$ cat config.mk
export PLATFORM = sky130hd
export DESIGN_NAME = tafr_top
export DESIGN_NICKNAME = d
export VERILOG_FILES = /design/src/tafr_pkg.sv /design/src/tafr_top.sv
export SDC_FILE = /design/constraint.sdc
export NUM_CORES = 1
export LEC_CHECK = 0
export BUFFER_PORTS_ARGS = -buffer_cell sky130_fd_sc_hd__buf_2
export CAP_MARGIN = 20
export CORE_ASPECT_RATIO = 0.9
export CORE_UTILIZATION = 40
export CTS_BUF_LIST = sky130_fd_sc_hd__clkbuf_4
export CTS_CLUSTER_SIZE = 24
export DETAILED_ROUTE_END_ITERATION = 7
export PLACE_DENSITY = 0.55
export SLEW_MARGIN = 20
export SYNTH_ARGS = -nofsm -noshare
export SYNTH_HDL_FRONTEND = slang
export SYNTH_SLANG_ARGS = --single-unit
$ cat constraint.sdc
create_clock -name ref_clk -period 9.81 [get_ports ref_clk]
set_input_delay 1.4715 -clock ref_clk [delete_from_list [all_inputs] [get_ports ref_clk]]
set_output_delay 1.4715 -clock ref_clk [all_outputs]
set_load 0.01 [all_outputs]
$ cat src/tafr_pkg.sv
// tafr_pkg: constants and carrier types of the thermal average filter and its wire readout.
// assumes one core clock; the sample rate is set by whoever strobes the raw samples.
package tafr_pkg;
	// raw sample and average layout
	localparam int TEMP_W    = 8;                  // signed integer part
	localparam int FRAC_W    = 6;                  // fraction bits of the average
	localparam int AVG_W     = TEMP_W + FRAC_W;    // signed fixed point average
	localparam int SHIFT_W   = 4;
	localparam int WORD_W    = 16;                 // word returned on the wire
	// averaging window after reset
	localparam int AVG_WINDOW_MS     = 256;
	localparam int SAMPLE_PERIOD_MS  = 1;
	localparam logic [SHIFT_W-1:0] SHIFT_DEF = SHIFT_W'($clog2(AVG_WINDOW_MS / SAMPLE_PERIOD_MS));
	localparam logic signed [AVG_W-1:0] AVG_ONE = AVG_W'(1) <<< FRAC_W;
	localparam logic signed [AVG_W-1:0] AVG_RST = '0;
	// link timing
	localparam int CNT_W       = 16;
	localparam logic [CNT_W-1:0] PERIOD_MIN = 16'h0004;   // shortest bit time the encoder can split
	localparam logic [CNT_W-1:0] CNT_MAX    = 16'hFFFF;   // rate measurement gives up here
	localparam logic [3:0]       BIT_LAST   = 4'hF;

	typedef enum logic [1:0] {
		TAFR_IDLE = 2'b00,
		TAFR_MEAS = 2'b01,
		TAFR_GAP  = 2'b10,
		TAFR_TX   = 2'b11
	} tafr_state_e;

	typedef struct packed {
		logic drv;   // level driven onto the wire
		logic oe;    // high while the block drives the wire
	} tafr_link_s;

	typedef struct packed {
		logic                     valid;
		logic signed [TEMP_W-1:0] temp;
	} tafr_sample_s;
endpackage : tafr_pkg

$ cat src/tafr_top.sv
// tafr_top: exponential average of die sensor samples and the one-wire readout of that average.
// assumes samples and the wire level are synchronous to ref_clk; the wire idles low with a weak pull.
`timescale 1ns/1ps
module tafr_top
	import tafr_pkg::*;
(
	// clock and reset
	input  wire logic                          ref_clk,
	input  wire logic                          rst,
	// die temperature sensor
	input  wire tafr_pkg::tafr_sample_s         die_temp_sensor,
	input  wire logic                          thermal_limit_assert,
	// boot configuration
	input  wire logic                          shift_load,
	input  wire logic [tafr_pkg::SHIFT_W-1:0]  averaging_shift_constant,
	// readings
	output logic signed [tafr_pkg::TEMP_W-1:0] model_specific_register,
	output logic signed [tafr_pkg::AVG_W-1:0]  avg_temp,
	// thermal sideband wire
	input  wire logic                          thermal_sideband_wire_in,
	output tafr_pkg::tafr_link_s               thermal_sideband_wire
);
	import tafr_pkg::*;

	logic [SHIFT_W-1:0]       shift_q;
	logic signed [AVG_W-1:0]  avg_q;
	logic signed [TEMP_W-1:0] msr_q;
	logic                     seeded_q;
	tafr_state_e              state_q;
	tafr_state_e              state_d;
	logic [CNT_W-1:0]         cnt_q;
	logic [CNT_W-1:0]         cnt_d;
	logic [CNT_W-1:0]         period_q;
	logic [3:0]               bit_q;
	logic [WORD_W-1:0]        word_q;
	logic                     win_q;
	tafr_link_s               link_q;

	// sample conditioning: the throttle point reads as zero, cooler reads at least one
	wire logic signed [TEMP_W-1:0] samp_int = thermal_limit_assert ? '0 :
		(die_temp_sensor.temp < TEMP_W'(1)) ? TEMP_W'(1) : die_temp_sensor.temp;
	wire logic signed [AVG_W-1:0]  samp_fix = AVG_W'(samp_int) <<< FRAC_W;
	wire logic signed [AVG_W:0]    diff     = (AVG_W+1)'(samp_fix) - (AVG_W+1)'(avg_q);
	wire logic signed [AVG_W:0]    step     = diff >>> shift_q;
	// first sample seeds the average so a cold start cannot creep through (0,1)
	wire logic signed [AVG_W-1:0]  avg_d    = seeded_q ? avg_q + step[AVG_W-1:0] : samp_fix;

	always_ff @(posedge ref_clk or posedge rst) begin
		if (rst) begin
			shift_q  <= SHIFT_DEF;
		end else if (shift_load) begin
			shift_q  <= averaging_shift_constant;
		end
	end

	always_ff @(posedge ref_clk or posedge rst) begin
		if (rst) begin
			avg_q    <= AVG_RST;
			msr_q    <= '0;
			seeded_q <= 1'b0;
		end else if (die_temp_sensor.valid) begin
			avg_q    <= avg_d;
			msr_q    <= avg_d[AVG_W-1:FRAC_W];
			seeded_q <= 1'b1;
		end
	end

	assign model_specific_register = msr_q;
	assign avg_temp                = avg_q;

	// link: host gives two rising edges, their distance is the bit time of this message
	wire logic             rise    = thermal_sideband_wire_in & ~win_q;
	wire logic [CNT_W-1:0] hi0     = period_q >> 2;
	wire logic [CNT_W-1:0] hi1     = period_q - hi0;
	wire logic [CNT_W-1:0] hi_cur  = word_q[bit_q] ? hi1 : hi0;
	wire logic             bit_end = (cnt_q == period_q - CNT_W'(1));
	wire logic             go_tx   = !thermal_sideband_wire_in && bit_end;

	always_comb begin
		state_d = state_q;
		cnt_d   = cnt_q + CNT_W'(1);
		unique case (state_q)
			TAFR_IDLE: begin
				cnt_d = CNT_W'(1);
				if (rise) begin
					state_d = TAFR_MEAS;
				end
			end
			TAFR_MEAS: begin
				if (rise) begin
					state_d = (cnt_q < PERIOD_MIN) ? TAFR_IDLE : TAFR_GAP;
					cnt_d   = '0;
				end else if (cnt_q == CNT_MAX) begin
					state_d = TAFR_IDLE;
				end
			end
			TAFR_GAP: begin
				// one quiet bit time after the host lets go, then answer
				if (thermal_sideband_wire_in) begin
					cnt_d = '0;
				end else if (go_tx) begin
					state_d = TAFR_TX;
					cnt_d   = '0;
				end
			end
			TAFR_TX: begin
				if (bit_end) begin
					cnt_d = '0;
					if (bit_q == 4'h0) begin
						state_d = TAFR_IDLE;
					end
				end
			end
		endcase
	end

	always_ff @(posedge ref_clk or posedge rst) begin
		if (rst) begin
			state_q  <= TAFR_IDLE;
			cnt_q    <= '0;
			win_q    <= 1'b0;
		end else begin
			state_q  <= state_d;
			cnt_q    <= cnt_d;
			win_q    <= thermal_sideband_wire_in;
		end
	end

	always_ff @(posedge ref_clk or posedge rst) begin
		if (rst) begin
			period_q <= '0;
			bit_q    <= BIT_LAST;
			word_q   <= '0;
		end else begin
			if (state_q == TAFR_MEAS && rise) begin
				period_q <= cnt_q;
			end
			if (state_q == TAFR_GAP && go_tx) begin
				word_q   <= WORD_W'(avg_q);
				bit_q    <= BIT_LAST;
			end else if (state_q == TAFR_TX && bit_end) begin
				bit_q    <= bit_q - 4'h1;
			end
		end
	end

	// bits go out msb first; high for a quarter (0) or three quarters (1) of the bit time
	always_ff @(posedge ref_clk or posedge rst) begin
		if (rst) begin
			link_q <= '0;
		end else begin
			link_q.oe  <= (state_q == TAFR_TX);
			link_q.drv <= (state_q == TAFR_TX) && (cnt_q < hi_cur);
		end
	end

	assign thermal_sideband_wire = link_q;

	// checking helpers
	logic limit_seen_q;
	logic loaded_q;
	always_ff @(posedge ref_clk or posedge rst) begin
		if (rst) begin
			limit_seen_q <= 1'b0;
			loaded_q     <= 1'b0;
		end else begin
			limit_seen_q <= limit_seen_q | (thermal_limit_assert & die_temp_sensor.valid);
			loaded_q     <= loaded_q | shift_load;
		end
	end
endmodule : tafr_top

==> impl_metrics.py, run 1 <==
metrics = {
    "synth": {
        "ys.flop_type": "dfrtp_1",
        "synthDistinctLibCells": 67,
        "syn_area_mm2": 0.006782,
        "synth_area_per_cell_um2": 8.414,
        "yosysWarnings": 0,
        "postSynthCellCount": 806,
        "synth-seq-cells": 74,
        "synth_edf_count": 0,
        "synthArstFlopShare": 1.000,
        "synth_nets": 883,
        "ys_seq_area_frac": 0.2740,
    },
    "timing": {
        "tightestPinTransition_ps": 968.1,
        "finalHoldViolations": 0,
        "setup_viol": 0,
        "timing.setup.tns_ps": 0,
        "rsz0062_at_grt": "no",
        "drv_slew": 0,
        "period_needed_ps": 7064,
        "max_freq_mhz": 141.6,
        "fin_skew_ps": 18.08,
        "min_period_over_period": 0.7201,
        "slew-limit-headroom": 0.3546,
    },
    "power": {
        "ir_worst_vdd_mv": 0.1611,
        "p_leak_uw": 0.003285,
        "pwr_density_cell_mw_per_mm2": 311.6,
    },
    "die": {
        "core_mm2": 0.01635,
        "fp.dieW_um": 139.3,
        "start_util": 0.4148,
        "die_y_um": 125.5,
        "fp-row-count": 44,
        "ios": 42,
        "dieArea_mm2": 0.01748,
    },
    "flow_run": {
        "drv_cap": 0,
    },
    "cells_and_area": {
        "n_fill_cell": 1614,
        "area_growth_pct": 6.513,
        "post_route_cells_drive_above_1_share": 0.1273,
        "final_util": 0.4418,
        "fin_nets": 897,
    },
    "global_routing": {
        "grt_overflow": 0,
        "grt_usage": 0.2039,
        "grt_pass1_wl_mm": 28.29,
        "grt_pass1_vias": 5422,
        "grt_start_max_net_pins": 75,
        "antenna_found_initial": 1,
    },
    "setup_path": {
        "r2r_start": "avg_temp[1]$_DFFE_PP0P_",
        "crit_path_max_fanout": 7,
        "end_kind": "register",
        "endpoint": "avg_temp[13]$_DFFE_PP0P_",
        "r2r_end": "avg_temp[13]$_DFFE_PP0P_",
        "rrSetupSlack_ps": 4080,
        "path_class": "input port to register",
        "cp.arrival_ps": 7440,
        "rr_worst_depth": 18,
        "critPathRequiredTime_ps": 10180,
        "startpoint_type": "input port",
        "setup.worst_path.start": "die_temp_sensor[3]",
    },
    "clocking": {
        "numCtsBuffers": 9,
        "cts_setup_buffers": 0,
        "clock_latency_ps": 450,
        "clk_pin_slew_worst_paths_ps": 140,
        "cts-resized-gates": 0,
        "cts_max_path_buffers": 2,
        "ctsRootBufferMaster": "clkbuf_4",
        "hold_buffers": 0,
        "htreeDepth": 3,
        "cts_tree": "yes",
        "clock-sinks": 74,
    },
    "placement": {
        "routabilityCongestion": 0.9195,
        "place.port_buffers": 41,
        "hpwl_mm": 13.29,
    },
    "outcome": {
        "outcome": "finished clean",
    },
    "drt": {
        "drt.antenna.violating_nets": 0,
        "routedWlPerCell_um": 16.77,
        "wl_mm": 17.33,
        "route.vias.total": 5824,
        "first_iter_violations": 436,
        "drc": 0,
        "drtPass1Iterations": 7,
        "vias_per_cell": 5.638,
    },
    "hold_path": {
        "hp-start": "word_q[8]$_DFFE_PP0P_",
        "hp-class": "register to register",
    },
}
==> where the power goes <==
part	leakage [uW]	switching, uW	internal [uW]
Clock	0.0000769	125	79.7
Sequential	0.000956	150	378
Combinational	0.00225	844	673
Total	0.00328	1120	1130
==> cell type report <==
cell class / instances / area [um^2] / share of cell area
Timing Repair Buffer: 44 / 227.7 / 0.03153
Inverter: 49 / 185.2 / 0.02564
Antenna cell: 1 / 2.502 / 0.0003464
Multi-Input combinational cell: 642 / 4546 / 0.6293
Clock inverter: 7 / 77.57 / 0.01074
Tap cell: 207 / 259.0 / 0.03586
Clock buffer: 9 / 67.56 / 0.009354
Sequential cell: 74 / 1858 / 0.2572
==> flip-flops by register name, indices dropped and copies added, names as in the netlist, named ones only <==
| signal | cells |
|---|---|
| cnt_q | 16 |
| period_q | 16 |
| avg_temp | 14 |
| word_q | 14 |
| bit_q | 4 |
| shift_q | 4 |
| thermal_sideband_wire | 2 |
| seeded_q | 1 |
| state_q | 1 |
| win_q | 1 |
==> worst max-delay path, stage by stage <==
cell and delay [ps]:
buf_2 100, or4_1 510, nor2_1 130, ha_1 250, nor2_1 140, nor2_1 70, ha_1 380, nor4b_1 360
a21oi_1 190, o41ai_1 310, a21oi_1 230, xnor2_1 170, mux4_2 530, a211oi_1 280, a21oi_1 80, ha_1 260
a211oi_1 260, o21bai_1 140, o311ai_0 450, a21oi_1 190, a311oi_1 450, o21ai_0 190, xor2_1 160, o21ai_0 140
==> layer usage <==
| metal | up-vias | part of all wire | global-route usage | wire length [um] |
|---|---|---|---|---|
| met1 | 2805 | 0.53 | 0.3100 | 9203 |
| met4 | 0 | 0.0083 | 0.04118 | 143 |
| met5 | - | 0 | 0 | 0 |
| met2 | 119 | 0.42 | 0.2997 | 7234 |
| met3 | 10 | 0.043 | 0.03447 | 744 |
| li1 | 2890 | - | - | - |
==> cell families (layout without fill, tap and decap cells) <==
kind of cell | Yosys count | count (layout) | share of synthesized area
AO/OA/AOI/OAI | 193 | 193 | 0.1777
XOR/XNOR | 68 | 68 | 0.08782
adder cells (fa/ha/maj) | 59 | 59 | 0.1111
buffers and inverters | 90 | 109 | 0.05572
flip-flops | 74 | 74 | 0.2740
multiplexers | 48 | 48 | 0.09317
other | 0 | 1 | 0
AND/OR/NAND/NOR | 274 | 274 | 0.2006
==> synth_stat cells, types with 6 or more instances <==
master	n	area share
buf_4	8	0.0089
mux2_4	10	0.022
mux2_2	11	0.018
mux2i_1	20	0.030
nand3b_1	6	0.0066
o211ai_1	6	0.0066
nor2b_1	9	0.0083
xnor2_1	41	0.053
nand3_1	23	0.017
xor2_1	27	0.035
a21o_1	12	0.013
ha_1	57	0.11
nor4_1	6	0.0055
a21oi_1	59	0.044
dfrtp_1	69	0.25
nor2_1	86	0.048
and3_1	6	0.0055
or3_1	6	0.0055
inv_1	47	0.026
nand2_1	68	0.038
mux4_2	7	0.023
a211oi_1	8	0.0089
clkbuf_1	26	0.014
o21a_1	8	0.0089
and2_1	11	0.010
o21ai_0	52	0.038
nand4_1	10	0.0092
nor3_1	18	0.013
==> per-stage QoR <==
stage | total power, uW | setup WS (ps) | instance area [um^2] | cells | hold slack (ps)
final | 2250 | 2746 | 7223 | 1033 | 529.7
after global routing | 2452 | 2267 | 7223 | 1033 | 543.1
after CTS | 2248 | 2868 | 7221 | 1032 | 531.1
after detailed placement | 2026 | 2451 | 7076 | 1016 | 491.6
after global placement | 1997 | 2550 | 7076 | 1016 | 483.6
after floorplan | 1669 | 3231 | 6782 | 806 | 473.6
==> placed cells by master (no fill, tap or decap), types with 4 or more instances in the layout <==
master    synthesis  routed
nor2_1           86      86
dfrtp_1          69      69
nand2_1          68      68
a21oi_1          59      59
ha_1             57      57
o21ai_0          52      52
inv_1            47      46
xnor2_1          41      41
buf_2             2      41
xor2_1           27      27
nand3_1          23      23
mux2i_1          20      20
nor3_1           18      18
a21o_1           12      12
mux2_2           11      11
and2_1           11      11
nand4_1          10      10
mux2_4           10      10
nor2b_1           9       9
clkbuf_4          0       9
o21a_1            8       8
a211oi_1          8       8
mux4_2            7       7
nor4_1            6       6
nand3b_1          6       6
o211ai_1          6       6
or3_1             6       6
and3_1            6       6
o31ai_1           5       5
a31oi_1           5       5
dfstp_2           5       5
a211o_1           4       4
or4_1             4       4
a41oi_1           4       4
nor3b_1           4       4
nand2b_1          4       4
==> worst min path at each step <==
| stage | to | slack (ps) | depth (start not counted) |
|---|---|---|---|
| 2_1_floorplan | word_q[12]$_DFFE_PP0P_ | 470 | 1 |
| 3_5_place_dp | word_q[4]$_DFFE_PP0P_ | 490 | 1 |
| 3_3_place_gp | word_q[12]$_DFFE_PP0P_ | 480 | 1 |
| 6_report | word_q[8]$_DFFE_PP0P_ | 530 | 1 |
| 4_1_cts | word_q[3]$_DFFE_PP0P_ | 530 | 1 |
| 5_1_grt | word_q[3]$_DFFE_PP0P_ | 540 | 1 |
No activity file was read; power rests on OpenSTA's default activity.
==> run 2: changes to the inputs <==
Clock period 9.81 ns to 7.3 ns, I/O delays scaled along.
==> run 2 against run 1 <==
  * Critical endpoint unchanged
  * The run now ends with DRC left
  * Largest cell class unchanged
  * Hold slack improved by 0.86 ps
  * Global-route usage rose by 0.36 points
  * Worst setup slack got worse by 2100 ps
  * Sequential cell count did not move
  * Routed wire length rose by 1.6%
  * First-iteration DRC count rose by 2.1%
  * Sequential power rose by 35%
  * Core utilization barely moved
==> impl_metrics.py, run 2 (same netlist as run 1, synthesis figures left out) <==
metrics = {
    "die": {
        "fp.dieW_um": 139.3,
        "start_util": 0.4148,
        "fp-row-count": 44,
        "core_mm2": 0.01635,
        "die_y_um": 125.5,
        "dieArea_mm2": 0.01748,
        "ios": 42,
    },
    "hold_path": {
        "hp-class": "register to register",
        "holdPathStages": 1,
        "hp-start": "word_q[5]$_DFFE_PP0P_",
        "min_to": "word_q[5]$_DFFE_PP0P_",
    },
    "timing": {
        "fin_skew_ps": 22.03,
        "finalHoldViolations": 0,
        "setup_slack_ps": 659.7,
        "rsz0062_at_grt": "no",
        "slew-limit-headroom": 0.3457,
        "timing.setup.tns_ps": 0,
        "period_needed_ps": 6640,
        "setup_viol": 0,
        "max_freq_mhz": 150.6,
        "drv_slew": 0,
        "tightestPinTransition_ps": 981.4,
        "min_period_over_period": 0.9096,
    },
    "cells_and_area": {
        "area_growth_pct": 6.587,
        "reg_top3": "cnt_q (16), period_q (16)",
        "antenna_cells": 0,
        "fin_nets": 898,
        "n_fill_cell": 1618,
        "post-route-cell-area_mm2": 0.007228,
        "mostFrequentLayoutCells": "86 x nor2_1, 69 x dfrtp_1, 68 x nand2_1",
        "post_route_cells_drive_above_1_share": 0.1271,
        "final_util": 0.4421,
        "final_common_cell": "nor2_1",
    },
    "drt": {
        "routedWlPerCell_um": 17.03,
        "wl_mm": 17.60,
        "drc": 2,
        "drtPass1Iterations": 8,
        "first_iter_violations": 445,
        "vias_per_cell": 5.761,
        "drt.antenna.violating_nets": 0,
        "route.vias.total": 5951,
    },
    "clocking": {
        "numCtsBuffers": 9,
        "ctsRootBufferMaster": "clkbuf_4",
        "cts_tree": "yes",
        "htreeDepth": 3,
        "hold_buffers": 0,
        "cts_max_path_buffers": 2,
        "cts-resized-gates": 0,
        "clock-sinks": 74,
        "clock_latency_ps": 460,
        "clk_pin_slew_worst_paths_ps": 140,
        "cts_setup_buffers": 0,
    },
    "setup_path": {
        "crit_path_max_fanout": 7,
        "r2r_start": "avg_temp[1]$_DFFE_PP0P_",
        "rrSetupSlack_ps": 1760,
        "critPathRequiredTime_ps": 7690,
        "cp.arrival_ps": 7030,
        "path_class": "input port to register",
        "startpoint_type": "input port",
        "r2r_end": "avg_temp[13]$_DFFE_PP0P_",
        "rr_worst_depth": 19,
        "end_kind": "register",
    },
    "outcome": {
        "outcome": "complete, but fails checks",
        "violations": "DRC",
    },
    "power": {
        "p_leak_uw": 0.003291,
        "total_power_uw": 3032,
        "pwr_density_cell_mw_per_mm2": 419.5,
        "ir_worst_vdd_mv": 0.2221,
    },
    "global_routing": {
        "grt_pass1_wl_mm": 28.70,
        "grt_start_max_net_pins": 75,
        "grt_pass1_vias": 5495,
        "grt_overflow": 0,
        "antenna_found_initial": 0,
        "grt_usage": 0.2075,
    },
    "placement": {
        "post_dp_cell_area_mm2": 0.007083,
        "place.port_buffers": 41,
        "pre_cts_ws_ps": 293.5,
        "hpwl_mm": 13.31,
        "routabilityCongestion": 0.9127,
    },
    "flow_run": {
        "drv_cap": 0,
    },
}
## run 2: cell count changes in the layout (fill, tap and decap cells not counted), sizes merged
| cell | delta |
|---|---|
| buf | +1 |
| clkinv | +1 |
| clkinvlp | -1 |
| diode | -1 |
## run 2: how the worst max path moves through the flow
stage / start / endpoint / cells after the start
6_report: die_temp_sensor[3] / avg_temp[13]$_DFFE_PP0P_ / 24
5_1_grt: die_temp_sensor[3] / avg_temp[13]$_DFFE_PP0P_ / 24
4_1_cts: die_temp_sensor[3] / avg_temp[13]$_DFFE_PP0P_ / 24
3_5_place_dp: die_temp_sensor[3] / avg_temp[13]$_DFFE_PP0P_ / 24
3_3_place_gp: die_temp_sensor[3] / avg_temp[13]$_DFFE_PP0P_ / 24
2_1_floorplan: die_temp_sensor[3] / avg_temp[13]$_DFFE_PP0P_ / 23
## run 2: metal layers
layer  track usage  routed length (um)  share of wire  vias to the layer above
li1              -                   -              -                     2891
met1        0.3212                9305           0.53                     2874
met2        0.2991                7314           0.42                      166
met3       0.03332                 807          0.046                       20
met4       0.04248                 167         0.0095                        0
met5             0                   0              0                        -
## run 2: per-stage QoR
step           hold slack, ps  cells
2_1_floorplan           473.6    806
3_3_place_gp            483.4   1017
3_5_place_dp            491.0   1017
4_1_cts                 526.3   1033
5_1_grt                 542.0   1033
6_report                530.6   1033
## run 2: final cells by class
class                           count  area (um^2)  area share
Multi-Input combinational cell    642         4546      0.6289
Sequential cell                    74         1858      0.2571
Tap cell                          207        259.0     0.03583
Timing Repair Buffer               45        235.2     0.03254
Inverter                           49        185.2     0.02562
Clock inverter                      7        77.57     0.01073
Clock buffer                        9        67.56    0.009347
## run 2: critical path, cell delays in order
cell and delay [ps]:
buf_2 100, or4_1 510, nor2_1 120, ha_1 250, nor2_1 140, nor2_1 60, ha_1 360, nor4b_1 340
a21oi_1 190, o41ai_1 350, a21oi_1 240, xnor2_1 180, mux4_2 520, a211oi_1 300, a21oi_1 80, ha_1 360
o21ai_0 160, o21bai_1 100, o311ai_0 450, a21oi_1 190, a311oi_1 430, o21ai_0 180, xor2_1 160, o21ai_0 130
## run 2: report_power, final
| part | internal, uW | switching [uW] |
|---|---|---|
| Clock | 107 | 170 |
| Sequential | 507 | 205 |
| Combinational | 909 | 1130 |
| Total | 1520 | 1510 |
